## config.mk

```make
export PLATFORM = sky130hd
export DESIGN_NAME = ucf_framer
export DESIGN_NICKNAME = d
export VERILOG_FILES = /design/src/ucf_framer.v
export VERILOG_INCLUDE_DIRS = /design/src
export SDC_FILE = /design/constraint.sdc
export NUM_CORES = 1
export LEC_CHECK = 0
export ABC_CLOCK_PERIOD_IN_PS = 2009
export BUFFER_PORTS_ARGS = -buffer_cell sky130_fd_sc_hd__buf_2
export CELL_PAD_IN_SITES_DETAIL_PLACEMENT = 0
export CELL_PAD_IN_SITES_GLOBAL_PLACEMENT = 2
export CORE_AREA = 2 2 112 114
export CTS_BUF_LIST = sky130_fd_sc_hd__clkbuf_4 sky130_fd_sc_hd__clkbuf_8
export CTS_CLUSTER_DIAMETER = 150
export CTS_CLUSTER_SIZE = 20
export DETAILED_ROUTE_END_ITERATION = 7
export DIE_AREA = 0 0 114 116
export PLACE_DENSITY = 0.8
export REMOVE_ABC_BUFFERS = 1
export SLEW_MARGIN = 30
export SYNTH_ARGS = -nofsm -noshare
export SYNTH_HDL_FRONTEND = slang
export SYNTH_SLANG_ARGS = --single-unit
```

## constraint.sdc

```tcl
create_clock -name pclk -period 2.01 [get_ports pclk]
set_input_delay 0.402 -clock pclk [delete_from_list [all_inputs] [get_ports pclk]]
set_output_delay 0.402 -clock pclk [all_outputs]
set_load 0.05 [all_outputs]
```

## src/ucf_defs.vh

```
`ifndef UCF_DEFS_VH
`define UCF_DEFS_VH

// ****************
// register offsets
// ****************
`define UCF_OFS_CTRL 8'h00
`define UCF_OFS_DELIM 8'h04
`define UCF_OFS_STATUS 8'h08
`define UCF_OFS_IRQ_STAT 8'h0c
`define UCF_OFS_IRQ_MASK 8'h10
`define UCF_OFS_INFO 8'h14

// ****************
// fields and reset values
// ****************
`define UCF_CTRL_TERM_BIT 0
`define UCF_CTRL_RST 1'h0
`define UCF_DELIM_RST 8'h2c
`define UCF_PRINT_LO 8'h20
`define UCF_PRINT_HI 8'h7e
`define UCF_NULL 8'h00
`define UCF_IRQ_CMD_BIT 0
`define UCF_IRQ_RSP_BIT 1
`define UCF_IRQ_ERR_BIT 2
`define UCF_IRQ_W 3
`define UCF_IRQ_RST 3'h0
`define UCF_STATUS_RST 8'h00
`define UCF_ERR_BITS 8'h5e

// ****************
// response item kinds
// ****************
`define UCF_KIND_CHAR 3'h0
`define UCF_KIND_SEP 3'h1
`define UCF_KIND_VEND 3'h2
`define UCF_KIND_BIN 3'h3
`define UCF_KIND_DONE 3'h4
`endif

```

## src/ucf_framer.v

```verilog
`include "ucf_defs.vh"
module ucf_framer (
	input wire pclk,
	input wire presetn,
	input wire psel,
	input wire penable,
	input wire pwrite,
	input wire [7:0] paddr,
	input wire [31:0] pwdata,
	output wire [31:0] prdata,
	output wire pready,
	output wire pslverr,
	output wire irq,
	input wire usb_hs,
	input wire ep1_valid,
	input wire [7:0] ep1_data,
	output wire ep1_ready,
	output wire cmd_valid,
	output wire [7:0] cmd_data,
	output wire cmd_end,
	input wire rsp_valid,
	input wire [2:0] rsp_kind,
	input wire [15:0] rsp_data,
	output wire rsp_ready,
	output wire ep2_valid,
	output wire [7:0] ep2_data,
	input wire ep2_ready,
	input wire [7:1] ev_status,
	input wire [7:0] ovl_byte
);

	localparam ST_IDLE = 3'h0;
	localparam ST_BLO = 3'h1;
	localparam ST_STAT = 3'h2;
	localparam ST_OVL = 3'h3;
	localparam ST_FIN = 3'h4;

	// ****************
	// state
	// ****************
	reg [31:0] prdata_ff;
	reg pready_ff;
	reg pslverr_ff;
	reg irq_ff;
	reg ep1_ready_ff;
	reg cmd_valid_ff;
	reg [7:0] cmd_data_ff;
	reg cmd_end_ff;
	reg rsp_ready_ff;
	reg ep2_valid_ff;
	reg [7:0] ep2_data_ff;
	reg [2:0] st_ff;
	reg [7:0] lo_ff;
	reg term_ff;
	reg [7:0] delim_ff;
	reg [7:0] status_ff;
	reg [`UCF_IRQ_W-1:0] irq_stat_ff;
	reg [`UCF_IRQ_W-1:0] irq_mask_ff;
	reg in_cmd_ff;

	reg [2:0] nxt_st;
	reg nxt_ep2_valid;
	reg [7:0] nxt_ep2_data;
	reg [7:0] nxt_lo;
	reg rsp_done;
	reg [31:0] nxt_rdata;
	reg nxt_err;

	wire setup_ph = psel && !penable && !pready_ff;
	wire acc_done = psel && penable && pready_ff;
	wire wr_acc = acc_done && pwrite;
	wire rd_acc = acc_done && !pwrite;
	wire slot_free = !ep2_valid_ff || ep2_ready;
	wire rsp_take = rsp_valid && rsp_ready_ff;
	wire ep1_take = ep1_valid && ep1_ready_ff;
	wire cmd_null = ep1_take && (ep1_data == `UCF_NULL);
	wire cmd_first = ep1_take && !in_cmd_ff;

	function hit;
		input [7:0] addr;
		input [7:0] ofs;
		begin
			hit = (addr == ofs);
		end
	endfunction

	function printable;
		input [7:0] c;
		begin
			printable = (c >= `UCF_PRINT_LO) && (c <= `UCF_PRINT_HI);
		end
	endfunction

	// ****************
	// response sequencer
	// ****************
	// one byte slot toward endpoint 2; a byte stays put until the endpoint takes it
	always @* begin
		nxt_st = st_ff;
		nxt_ep2_valid = ep2_valid_ff && !ep2_ready;
		nxt_ep2_data = ep2_data_ff;
		nxt_lo = lo_ff;
		rsp_done = 1'b0;
		case (st_ff)
			ST_IDLE: begin
				if (rsp_take) begin
					nxt_ep2_valid = 1'b1;
					case (rsp_kind)
						`UCF_KIND_CHAR: begin
							nxt_ep2_data = rsp_data[7:0];
						end
						`UCF_KIND_SEP: begin
							nxt_ep2_data = delim_ff;
						end
						`UCF_KIND_VEND: begin
							nxt_ep2_data = `UCF_NULL;
						end
						`UCF_KIND_BIN: begin
							// raw data may hold nulls, so no framing inside a point
							nxt_ep2_data = rsp_data[15:8];
							nxt_lo = rsp_data[7:0];
							nxt_st = ST_BLO;
						end
						`UCF_KIND_DONE: begin
							// terminator is sent even when no data came
							nxt_ep2_data = `UCF_NULL;
							nxt_st = term_ff ? ST_STAT : ST_FIN;
						end
						default: begin
							nxt_ep2_valid = ep2_valid_ff && !ep2_ready;
						end
					endcase
				end
			end
			ST_BLO: begin
				if (slot_free) begin
					nxt_ep2_valid = 1'b1;
					nxt_ep2_data = lo_ff;
					nxt_st = ST_IDLE;
				end
			end
			ST_STAT: begin
				if (slot_free) begin
					nxt_ep2_valid = 1'b1;
					nxt_ep2_data = status_ff;
					nxt_st = ST_OVL;
				end
			end
			ST_OVL: begin
				if (slot_free) begin
					nxt_ep2_valid = 1'b1;
					nxt_ep2_data = ovl_byte;
					nxt_st = ST_FIN;
				end
			end
			ST_FIN: begin
				// one beat after the last byte is loaded, then done is flagged
				rsp_done = 1'b1;
				nxt_st = ST_IDLE;
			end
			default: begin
				nxt_st = ST_IDLE;
			end
		endcase
	end

	always @(posedge pclk or negedge presetn) begin
		if (!presetn) begin
			st_ff <= ST_IDLE;
			ep2_valid_ff <= 1'b0;
			ep2_data_ff <= 8'h00;
			lo_ff <= 8'h00;
			rsp_ready_ff <= 1'b0;
		end else begin
			st_ff <= nxt_st;
			ep2_valid_ff <= nxt_ep2_valid;
			ep2_data_ff <= nxt_ep2_data;
			lo_ff <= nxt_lo;
			// ready only in idle with a free slot; dropped after each taken item
			rsp_ready_ff <= (nxt_st == ST_IDLE) && !nxt_ep2_valid && !rsp_take;
		end
	end

	// ****************
	// command intake
	// ****************
	// byte stream is speed blind: full and high speed framing both end here
	always @(posedge pclk or negedge presetn) begin
		if (!presetn) begin
			ep1_ready_ff <= 1'b0;
			cmd_valid_ff <= 1'b0;
			cmd_data_ff <= 8'h00;
			cmd_end_ff <= 1'b0;
			in_cmd_ff <= 1'b0;
		end else begin
			// no back pressure: the interpreter takes a byte every cycle
			ep1_ready_ff <= 1'b1;
			cmd_valid_ff <= ep1_take && !cmd_null;
			cmd_data_ff <= ep1_take ? ep1_data : cmd_data_ff;
			cmd_end_ff <= cmd_null;
			// tracks whether the next byte opens a new command
			if (ep1_take) begin
				in_cmd_ff <= !cmd_null;
			end
		end
	end

	// ****************
	// status byte
	// ****************
	// bit 0 marks completion, cleared as a new command starts; sets beat clears
	wire done_take = (st_ff == ST_IDLE) && rsp_take && (rsp_kind == `UCF_KIND_DONE);
	wire [7:0] stat_set = {ev_status, done_take};
	wire [7:0] stat_w1c = (wr_acc && hit(paddr, `UCF_OFS_STATUS)) ? pwdata[7:0] : 8'h00;
	// completion and a new first byte in one cycle: completion wins
	wire [7:0] stat_clr = stat_w1c | {7'h00, cmd_first};
	// only a newly raised error bit counts; a held one does not refire the interrupt
	wire [7:0] err_bits = `UCF_ERR_BITS;
	wire err_evt = |(ev_status & ~status_ff[7:1] & err_bits[7:1]);

	always @(posedge pclk or negedge presetn) begin
		if (!presetn) begin
			status_ff <= `UCF_STATUS_RST;
		end else begin
			status_ff <= (status_ff & ~stat_clr) | stat_set;
		end
	end

	// ****************
	// configuration and interrupts
	// ****************
	wire [`UCF_IRQ_W-1:0] irq_set = {err_evt, rsp_done, cmd_null};
	wire irq_rd = rd_acc && hit(paddr, `UCF_OFS_IRQ_STAT);
	// a read clears only what it showed; a set landing in the setup cycle is kept
	wire [`UCF_IRQ_W-1:0] irq_seen = irq_rd ? prdata_ff[`UCF_IRQ_W-1:0] : {`UCF_IRQ_W{1'b0}};

	always @(posedge pclk or negedge presetn) begin
		if (!presetn) begin
			term_ff <= `UCF_CTRL_RST;
			delim_ff <= `UCF_DELIM_RST;
			irq_stat_ff <= `UCF_IRQ_RST;
			irq_mask_ff <= `UCF_IRQ_RST;
			irq_ff <= 1'b0;
		end else begin
			if (wr_acc && hit(paddr, `UCF_OFS_CTRL)) begin
				term_ff <= pwdata[`UCF_CTRL_TERM_BIT];
			end
			// non printing delimiters are refused, the old one stays
			if (wr_acc && hit(paddr, `UCF_OFS_DELIM) && printable(pwdata[7:0])) begin
				delim_ff <= pwdata[7:0];
			end
			if (wr_acc && hit(paddr, `UCF_OFS_IRQ_MASK)) begin
				irq_mask_ff <= pwdata[`UCF_IRQ_W-1:0];
			end
			irq_stat_ff <= (irq_stat_ff & ~irq_seen) | irq_set;
			irq_ff <= |(irq_stat_ff & irq_mask_ff);
		end
	end

	// ****************
	// apb slave
	// ****************
	// no wait state: data is captured in setup, answer shown in the first access cycle
	always @* begin
		nxt_rdata = 32'h00000000;
		nxt_err = 1'b0;
		case (paddr)
			`UCF_OFS_CTRL: nxt_rdata = {31'h00000000, term_ff};
			`UCF_OFS_DELIM: nxt_rdata = {24'h000000, delim_ff};
			`UCF_OFS_STATUS: nxt_rdata = {24'h000000, status_ff};
			`UCF_OFS_IRQ_STAT: nxt_rdata = {29'h00000000, irq_stat_ff};
			`UCF_OFS_IRQ_MASK: nxt_rdata = {29'h00000000, irq_mask_ff};
			`UCF_OFS_INFO: nxt_rdata = {27'h0000000, st_ff, rsp_ready_ff, usb_hs};
			// unmapped offsets answer with an error and read as zero
			default: nxt_err = 1'b1;
		endcase
	end

	always @(posedge pclk or negedge presetn) begin
		if (!presetn) begin
			pready_ff <= 1'b0;
			pslverr_ff <= 1'b0;
			prdata_ff <= 32'h00000000;
		end else begin
			pready_ff <= setup_ph;
			pslverr_ff <= setup_ph && nxt_err;
			prdata_ff <= (setup_ph && !pwrite) ? nxt_rdata : 32'h00000000;
		end
	end

	assign prdata = prdata_ff;
	assign pready = pready_ff;
	assign pslverr = pslverr_ff;
	assign irq = irq_ff;
	assign ep1_ready = ep1_ready_ff;
	assign cmd_valid = cmd_valid_ff;
	assign cmd_data = cmd_data_ff;
	assign cmd_end = cmd_end_ff;
	assign rsp_ready = rsp_ready_ff;
	assign ep2_valid = ep2_valid_ff;
	assign ep2_data = ep2_data_ff;

endmodule // ucf_framer

```

==> reports/metrics.yaml, run 1 <==
total_power_w: 0.00395
multi_input_area_um2: 1650
detailroute.wirelength.met2_um: 4420
setup_viol: 0
wl_per_cell_um: 16.1
worstSkewPairLatency_ns: 0.34
cts_hold_buf: 0
nNetsFinal: 526
detailed_route_via_count: 2846
ant_nets: 0
power.sequential.fraction: 0.420
powerDensity_nw_per_um2: 901
max_cap_violations: 0
drt_iter0_markers: 121
via_count_of_the_first_global_routing_pass: 2794
seq_cell_area_um2: 1680
ff2ff_setup_slack_ns: 0.35
synthDistinctLibCells: 53
yosys_register_bits: 67
post_synth.cell_area_avg_um2: 11.0
ctsLongestPathBuffers: 2
share_of_synthesized_flip_flops_with_an_asynchronous_set_or_reset: 1.00
gr-usage-all-layers: 0.147
crit_type: "register to register"
worst_r2r_endpoint: "ep2_data[6]"
timing.clock.skew_ns: 0.0142
h-tree-depth: 3
gpl.final_weighted_congestion: 0.837
crit_required_ns: 2.26
share_clk_of_total_power: 0.292
worst-r2r-cell-count: 4
ys_seq_area_frac: 0.478
clock-root-buffer: "clkbuf_8"
die_area_um2: 13200
row_count: 40
syn2layout_area_growth_pct: 24.9
period_share: 0.825
run_status: "finished clean"
core_region_area_um2: 11900
rsz0062_at_grt: "no"
worst_slew_margin_rel: 0.588
p_sw_w: 0.00149
dp_hpwl_um: 7440
timing.critical_path.from: "st_ff[0]"
die_h_um: 116
clock.fmax_mhz: 603
drc: 0
number_of_failing_hold_endpoints_at_the_final_stage: 0
critPathLaunchType: "register"
highest_layer_used_for_signal_routing: "met4"
cts_tree: "yes"
power.share.combinational: 0.288
global_route.overflow_total: 0
commonest_non_fill_non_tap_cell_in_the_layout: "buf_2"
timing.rr.start: "st_ff[0]"
post_route_cells_drive_above_1_share: 0.407
worstPathArrival_ns: 1.90
p_int_w: 0.00247
drt_pass1_iterations: 4
grt_first_pass_wirelength_um: 14900
grt_max_degree: 25
mostFrequentLayoutCells: "98 x buf_2, 64 x dfrtp_1, 28 x mux2_2, 28 x o21ai_0, 25 x conb_1"
vias_per_cell: 4.85
initial_util: 0.295
postPlaceCellArea_um2: 4190
antenna_diode_count: 0
ys.flop_type: "dfrtp_1"
port_buffers: 98
cp-endpoint: "ep2_data[6]"
yosys_warnings: 0
post_synth_inst_count: 320
clk_pin_slew_worst_paths_ns: 0.09
post_synth_instance_area_um2: 3510
floorplan.die.width_um: 114
fill_cells: 1225
dr_wl_met3_um: 639
power.static_leakage_nw: 2.07
wl_um: 9450
ir_worst_vdd_uv: 365
critical_path.max_fanout: 8
worst_hold_path_type: "input port to async pin"
final-max-slew-violation-count: 0
synth_enable_flop_cells: 0
crit_path_end_kind: "register"
detail_route.wirelength.met1_um: 4350
period_minus_slack_ns: 1.66
post_route_cell_area_um2: 4390
cts_resized: 0
power.switching_fraction: 0.376
cts_inserted_buffers: 9
clkSinkCount: 67
ios: 147
timing.setup.tns_ns: 0
antenna_found_initial: 0
timing_worst_slew_pin_value_ns: 0.618
post-cts-setup-buffer-count: 0
==> worst min-delay path by stage <==
| stage | startpoint | endpoint | slack, ns | cells past startpoint |
|---|---|---|---|---|
| floorplan | presetn | cmd_data[0] | 0.11 | 0 |
| global placement | presetn | st_ff[2] | 0.47 | 1 |
| detailed placement | presetn | lo_ff[6] | 0.46 | 1 |
| CTS | presetn | delim_ff[0] | 0.08 | 1 |
| global route | presetn | delim_ff[0] | 0.10 | 1 |
| finish | presetn | delim_ff[0] | 0.07 | 1 |
==> per-stage QoR <==
stage | setup WS (ns) | utilization | std cells | hold WS (ns)
after floorplan | 0.113 | - | 308 | 0.106
after detailed placement | 0.00577 | 0.352 | 571 | 0.461
after global routing | 0.246 | 0.368 | 587 | 0.102
after global placement | 0.0354 | 0.352 | 571 | 0.466
final | 0.352 | 0.368 | 587 | 0.0673
after CTS | 0.335 | 0.368 | 587 | 0.0846
==> worst max-delay path: stages (launching register included) <==
cell and delay, ns:
dfrtp_1 0.46, and4bb_2 0.38, a22oi_2 0.08, or2_2 0.38, o31ai_1 0.26
==> cells in the mapped netlist (all sizes together), types with 8 or more instances <==
cell type | number | area share
dfrtp | 64 | 0.46
mux2 | 30 | 0.096
a21o | 8 | 0.017
a21oi | 15 | 0.021
nand3 | 11 | 0.017
nand2 | 16 | 0.017
o21ai | 28 | 0.040
mux2i | 20 | 0.057
nor2 | 17 | 0.020
inv | 10 | 0.011
buf | 30 | 0.061
o31ai | 8 | 0.017
==> sequential cells by signal (all words and copies together) (netlist names), 3 cells and up <==
register     flops
irq_stat_ff      3
irq_mask_ff      3
status_ff        8
st_ff            3
delim_ff         8
cmd_data         8
lo_ff            8
ep2_data         8
prdata           8
==> logic make-up after synthesis <==
kind of cell / synth area share
AOI/OAI and AO/OA: 0.147
and+or+nand+nor: 0.133
DFF: 0.478
muxes: 0.160
buffers and inverters: 0.0773
other: 0.00214
xor gates and xnor gates: 0.00249
==> power by group through the flow <==
| stage | logic (W) | registers [W] | clock network, W |
|---|---|---|---|
| floorplan | 0.000409 | 0.00205 | 0 |
| global placement | 0.00113 | 0.00168 | 0 |
| detailed placement | 0.00115 | 0.00169 | 0 |
| CTS | 0.00115 | 0.00166 | 0.00119 |
| global route | 0.00122 | 0.00169 | 0.00125 |
| finish | 0.00114 | 0.00166 | 0.00116 |
==> routing by layer <==
layer	GRT usage	vias to the layer above
met3	0.0387	2
met1	0.207	1392
met2	0.226	110
met5	0	-
li1	-	1342
met4	0.0341	0
==> final cells by class <==
class	count	area share
inverter	10	0.00855
clock inverter	7	0.0174
multi-input combinational	231	0.376
timing repair buffer	116	0.145
clock buffer	9	0.0282
tap	147	0.0419
sequential	67	0.383
No activity file was read; power rests on OpenSTA's default activity.
==> run 2: changes to the inputs <==
--- a/config.mk
+++ b/config.mk
@@ -6,17 +6,17 @@
 export SDC_FILE = /design/constraint.sdc
 export NUM_CORES = 1
 export LEC_CHECK = 0
-export ABC_CLOCK_PERIOD_IN_PS = 2009
+export ABC_CLOCK_PERIOD_IN_PS = 1400
 export BUFFER_PORTS_ARGS = -buffer_cell sky130_fd_sc_hd__buf_2
 export CELL_PAD_IN_SITES_DETAIL_PLACEMENT = 0
 export CELL_PAD_IN_SITES_GLOBAL_PLACEMENT = 2
-export CORE_AREA = 2 2 112 114
+export CORE_AREA = 2 2 118 120
 export CTS_BUF_LIST = sky130_fd_sc_hd__clkbuf_4 sky130_fd_sc_hd__clkbuf_8
 export CTS_CLUSTER_DIAMETER = 150
 export CTS_CLUSTER_SIZE = 20
 export DETAILED_ROUTE_END_ITERATION = 7
-export DIE_AREA = 0 0 114 116
-export PLACE_DENSITY = 0.8
+export DIE_AREA = 0 0 120 122
+export PLACE_DENSITY = 0.76
 export REMOVE_ABC_BUFFERS = 1
 export SLEW_MARGIN = 30
 export SYNTH_ARGS = -nofsm -noshare
==> constraint.sdc (replaced) <==
create_clock -name pclk -period 1.4 [get_ports pclk]
set_input_delay 0.28 -clock pclk [delete_from_list [all_inputs] [get_ports pclk]]
set_output_delay 0.28 -clock pclk [all_outputs]
set_load 0.05 [all_outputs]
==> reports/metrics.yaml, run 2 (same netlist as run 1, synthesis figures left out) <==
ctsLongestPathBuffers: 2  # unchanged
via_count_of_the_first_global_routing_pass: 2944  # +5.4%
setup_viol: 27  # +27
die_area_um2: 14600  # +11%
mostFrequentLayoutCells: "95 x buf_2, 64 x dfrtp_1, 46 x buf_4, 28 x mux2_2, 25 x conb_1"
period_share: 1.08  # +0.254
h-tree-depth: 3  # unchanged
row_count: 43  # +7.5%
ir_worst_vdd_uv: 481  # +32%
dp_hpwl_um: 8240  # +11%
ios: 147  # unchanged
power.sequential.fraction: 0.380  # -0.040
worst-r2r-cell-count: 4  # unchanged
utilization: 0.365  # -0.00361
timing.rr.start: "pready"
cts_tree: "yes"
port_buffers: 98  # unchanged
grt_max_degree: 23  # -8.0%
total_power_w: 0.00625  # +58%
crit_required_ns: 1.64  # -0.62 ns
wl_um: 10400  # +9.7%
die_h_um: 122  # +5.2%
cts_inserted_buffers: 9  # unchanged
floorplan.die.width_um: 120  # +5.3%
critPathLaunchType: "register"
wl_per_cell_um: 15.8  # -2.0%
drt_pass1_iterations: 4  # unchanged
gpl.final_weighted_congestion: 0.805  # -3.9%
syn2layout_area_growth_pct: 40.2
ff2ff_setup_slack_ns: -0.11  # -0.46 ns
clkSinkCount: 67  # unchanged
ant_nets: 0  # unchanged
hold-path-endpoint: "status_ff[7]"
violations: "negative setup slack"
power.share.combinational: 0.298  # +0.010
vias_per_cell: 4.63  # -4.4%
timing.setup.tns_ns: -1.13  # -1.13 ns
critical_path.max_fanout: 8  # unchanged
drc: 0  # unchanged
clock.fmax_mhz: 662  # +9.8%
rsz0062_at_grt: "yes"
gr-usage-all-layers: 0.141  # -0.00582
share_clk_of_total_power: 0.322  # +0.030
power.switching_fraction: 0.353  # -0.0236
final-max-slew-violation-count: 0  # unchanged
period_minus_slack_ns: 1.51  # -0.148 ns
powerDensity_nw_per_um2: 1270  # +41%
power.static_leakage_nw: 2.31  # +12%
fin_hold_ws_ns: 0.105  # +0.0375 ns
p_sw_w: 0.00220  # +48%
detailed_route_via_count: 3044  # +7.0%
layout_setup_ws_ns: -0.110  # -0.462 ns
commonest_non_fill_non_tap_cell_in_the_layout: "buf_2"
core_region_area_um2: 13500  # +13%
crit_path_end_kind: "register"
worst_hold_path.num_cells: 2
clk_pin_slew_worst_paths_ns: 0.08  # about the same
nNetsFinal: 563  # +7.0%
initial_util: 0.260  # -0.0348
grt_first_pass_wirelength_um: 15800  # +5.8%
number_of_failing_hold_endpoints_at_the_final_stage: 0  # unchanged
worst_r2r_endpoint: "delim_ff[1]"
post_route_cells_drive_above_1_share: 0.493  # +0.0858
crit_type: "register to register"
worstPathArrival_ns: 1.75  # -0.15 ns
antenna_diode_count: 0  # unchanged
global_route.overflow_total: 0  # unchanged
timing.clock.skew_ns: 0.0132  # -0.00103 ns
antenna_found_initial: 0  # unchanged
drt_iter0_markers: 93  # -23%
worstSkewPairLatency_ns: 0.35  # about the same
clock-root-buffer: "clkbuf_8"
p_int_w: 0.00405  # +64%
worst_hold_path_type: "input port to register"
worst_hold_startpoint: "ev_status[7]"
run_status: "finished, violations left"
max_cap_violations: 0  # unchanged
run 2: cell types whose count changed in the layout (fill, tap and decap cells not counted), moves of 4 or more:
cell,before,now
nand3_1,10,6
o31ai_2,0,6
o31ai_1,8,0
buf_4,17,46
buf_6,0,9
o21ai_1,0,10
o21ai_0,28,17
run 2: area by class of cell:
cell class / instances / area (um^2)
repair buffers: 153 / 967
flip-flops and latches: 67 / 1680
inverters: 10 / 37.5
clock inverters: 6 / 114
multi-input cells: 231 / 1770
fillers: 1375 / 8580
well taps: 180 / 225
clock buffers: 10 / 131
run 2: stage by stage:
step,cell area [um^2],std cells,setup slack (ns)
after global placement,4460,635,-0.412
after detailed placement,4460,635,-0.442
final,4930,657,-0.110
after CTS,4780,654,-0.0940
after floorplan,3370,308,-0.497
after global routing,4930,657,-0.211
run 2: layer usage:
metal | up-vias | global-route usage | share of wire | wire [um]
met5 | - | 0 | 0 | 0
li1 | 1429 | - | - | -
met3 | 12 | 0.0286 | 0.047 | 492
met1 | 1506 | 0.191 | 0.46 | 4810
met4 | 0 | 0.0485 | 0.014 | 149
met2 | 97 | 0.224 | 0.47 | 4920
run 2: worst max path at each step:
stage                         from        endpoint  cells after the start
after detailed placement  paddr[1]  irq_stat_ff[2]                      5
final                       pready     delim_ff[1]                      4
after global routing        pready     delim_ff[4]                      4
after global placement    paddr[1]     delim_ff[6]                      5
after CTS                   pready     delim_ff[1]                      4
after floorplan             pready  irq_mask_ff[1]                      4
run 2: timing repair:
| item | in CTS | in global routing |
|---|---|---|
| hold endpoints to repair | 3 | 0 |
| setup buffers | 2 | 3 |
| endpoints found under the setup margin | 35 | 47 |
| gates resized for setup | 13 | 39 |
| pin swaps | 11 | 20 |
| hold buffers | 1 | 0 |
run 2: worst max-delay path, stage by stage, from the launching register on:
cell and delay [ns]:
dfrtp_1 0.37, nand4_1 0.19, nor4_4 0.27, o2111ai_4 0.25
mux2_2 0.33
run 2: power groups by stage:
stage               clock network, W  registers (W)  logic [W]
detailed placement                 0        0.00241    0.00175
global placement                   0        0.00240    0.00173
finish                       0.00201        0.00237    0.00186
CTS                          0.00206        0.00237    0.00179
floorplan                          0        0.00294   0.000587
global route                 0.00216        0.00241    0.00197
==> run 3: changes to the inputs <==
--- a/config.mk
+++ b/config.mk
@@ -8,7 +8,7 @@
 export LEC_CHECK = 0
 export ABC_CLOCK_PERIOD_IN_PS = 1400
 export BUFFER_PORTS_ARGS = -buffer_cell sky130_fd_sc_hd__buf_2
-export CELL_PAD_IN_SITES_DETAIL_PLACEMENT = 0
+export CELL_PAD_IN_SITES_DETAIL_PLACEMENT = 1
 export CELL_PAD_IN_SITES_GLOBAL_PLACEMENT = 2
 export CORE_AREA = 2 2 118 120
 export CTS_BUF_LIST = sky130_fd_sc_hd__clkbuf_4 sky130_fd_sc_hd__clkbuf_8
==> reports/metrics.yaml, run 3 (same netlist as run 1, synthesis figures left out) <==
hold-path-endpoint: "status_ff[7]"
clock-root-buffer: "clkbuf_8"
port_buffers: 98  # unchanged
mostFrequentLayoutCells: "96 x buf_2, 64 x dfrtp_1, 45 x buf_4, 27 x mux2_2, 25 x conb_1"
worst_r2r_endpoint: "delim_ff[1]"
post_route_cell_area_um2: 4960  # +0.74%
timing.rr.start: "pready"
layout.cells.non_filler: 658  # +0.15%
core_region_area_um2: 13500  # unchanged
fill_cells: 1540  # +12%
grt_first_pass_wirelength_um: 17400  # +11%
dp_hpwl_um: 8960  # +8.8%
nNetsFinal: 565  # +0.36%
postPlaceCellArea_um2: 4460  # unchanged
drt_pass1_iterations: 4  # unchanged
period_minus_slack_ns: 1.55  # +0.0406 ns
post_route_cells_drive_above_1_share: 0.519  # +0.0262
antenna_found_initial: 0  # unchanged
ant_nets: 0  # unchanged
timing.clock.skew_ns: 0.0158  # +0.00264 ns
power.static_leakage_nw: 2.30  # -0.16%
worstPathArrival_ns: 1.79  # +0.04 ns
critical_path.max_fanout: 8  # unchanged
powerDensity_nw_per_um2: 1220  # -3.5%
worst_hold_startpoint: "ev_status[7]"
syn2layout_area_growth_pct: 41.2
worst_hold_path.num_cells: 2  # unchanged
crit_path_end_kind: "register"
cts_tree: "yes"
die_h_um: 122  # unchanged
crit_type: "register to register"
h-tree-depth: 3  # unchanged
initial_util: 0.260  # unchanged
cp_num_cells: 4  # unchanged
grt_max_degree: 23  # unchanged
floorplan.die.width_um: 120  # unchanged
gr-usage-all-layers: 0.156  # +0.0148
vias_per_cell: 4.61  # -0.55%
max_cap_violations: 0  # unchanged
die_area_um2: 14600  # unchanged
place_worst_setup_slack_ns: -0.446  # -0.00340 ns
final-max-slew-violation-count: 0  # unchanged
via_count_of_the_first_global_routing_pass: 3248  # +10%
worstPathBufferInverterCount: 0  # unchanged
detailed_route_via_count: 3032  # -0.39%
run_status: "finished, violations left"
utilization: 0.367  # +0.00269
worst_hold_path_type: "input port to register"
worst-r2r-cell-count: 4  # unchanged
antenna_diode_count: 0  # unchanged
critPathLaunchType: "register"
violations: "negative setup slack"
gpl.final_weighted_congestion: 0.805  # unchanged
critPathMaxStageDelay_ns: 0.38  # about the same
drt_iter0_markers: 101  # +8.6%
ctsLongestPathBuffers: 2  # unchanged
ir_worst_vdd_uv: 353  # -27%
ff2ff_setup_slack_ns: -0.15  # -0.04 ns
setup_viol: 46  # +70%
period_share: 1.11  # +0.0290
place.detailed.instances: 635  # unchanged
slowest_stage: "dfrtp_1"
ios: 147  # unchanged
worstSkewPairLatency_ns: 0.36  # about the same
wl_um: 11300  # +9.3%
wl_per_cell_um: 17.2  # +9.1%
crit_required_ns: 1.64  # about the same
row_count: 43  # unchanged
clock.fmax_mhz: 645  # -2.6%
layout_setup_ws_ns: -0.151  # -0.0406 ns
worstPathCellList: "nand4_1, nor4_4, o2111ai_4, mux2_2"
clk_pin_slew_worst_paths_ns: 0.09  # about the same
critPathTopFamily: "simple AND/OR/NAND/NOR gates"
global_route.overflow_total: 0  # unchanged
clkSinkCount: 67  # unchanged
commonest_non_fill_non_tap_cell_in_the_layout: "buf_2"
number_of_failing_hold_endpoints_at_the_final_stage: 0  # unchanged
cts_inserted_buffers: 9  # unchanged
rsz0062_at_grt: "yes"
drc: 0  # unchanged
## run 3: cell types whose count changed in the layout (fill, tap and decap cells not counted), sizes merged
cell,delta
clkbuf,-1
buf,+2
clkinvlp,+1
bufinv,-1
## run 3: where the power goes
part | switching, W | internal (W) | leakage, nW
Combinational | 0.00127 | 0.000633 | 1.38
Clock | 0.000794 | 0.000995 | 0.0975
Sequential | 0.000169 | 0.00222 | 0.821
Total | 0.00223 | 0.00385 | 2.30
## run 3: metrics by stage
| stage | power, W | TNS (ns) | hold slack (ns) |
|---|---|---|---|
| floorplan | 0.00352 | -14.91 | -0.0156 |
| global placement | 0.00414 | -12.61 | 0.145 |
| detailed placement | 0.00419 | -13.68 | 0.146 |
| CTS | 0.00609 | -2.92 | 0.0925 |
| global route | 0.00637 | -6.50 | 0.0977 |
| finish | 0.00608 | -2.78 | 0.103 |
## run 3: cell type report
| class | count | area (um^2) | area share |
|---|---|---|---|
| clock buffers | 9 | 124 | 0.0250 |
| clock inverters | 6 | 91.3 | 0.0184 |
| inverters | 10 | 37.5 | 0.00756 |
| multi-input cells | 231 | 1820 | 0.366 |
| flip-flops and latches | 67 | 1680 | 0.339 |
| well taps | 180 | 225 | 0.0454 |
| repair buffers | 155 | 987 | 0.199 |
## run 3: worst max-delay path by stage
stage	from	endpoint	slack, ns
after floorplan	pready	irq_mask_ff[1]	-0.50
after detailed placement	paddr[1]	delim_ff[6]	-0.45
after CTS	pready	delim_ff[1]	-0.15
after global routing	pready	delim_ff[1]	-0.26
final	pready	delim_ff[1]	-0.15
after global placement	paddr[1]	delim_ff[6]	-0.41
## run 3: routing by layer
metal | wire (um) | up-vias | GRT usage
met2 | 5710 | 74 | 0.264
met1 | 5020 | 1517 | 0.197
met5 | 0 | - | 0
met4 | 123 | 0 | 0.0515
li1 | - | 1431 | -
met3 | 483 | 10 | 0.0337
## run 3: repair_timing
action	in CTS	in global routing
buffers inserted	5	3
pin swaps	28	17
resized for setup	40	32
hold buffers	1	0
endpoints found under the setup margin	40	51
endpoints found under the hold margin	3	0
## run 3: worst reg2reg max path: stages (launching register included)
cell and delay, ns:
dfrtp_1 0.38, nand4_1 0.19, nor4_4 0.28, o2111ai_4 0.25
mux2_2 0.33
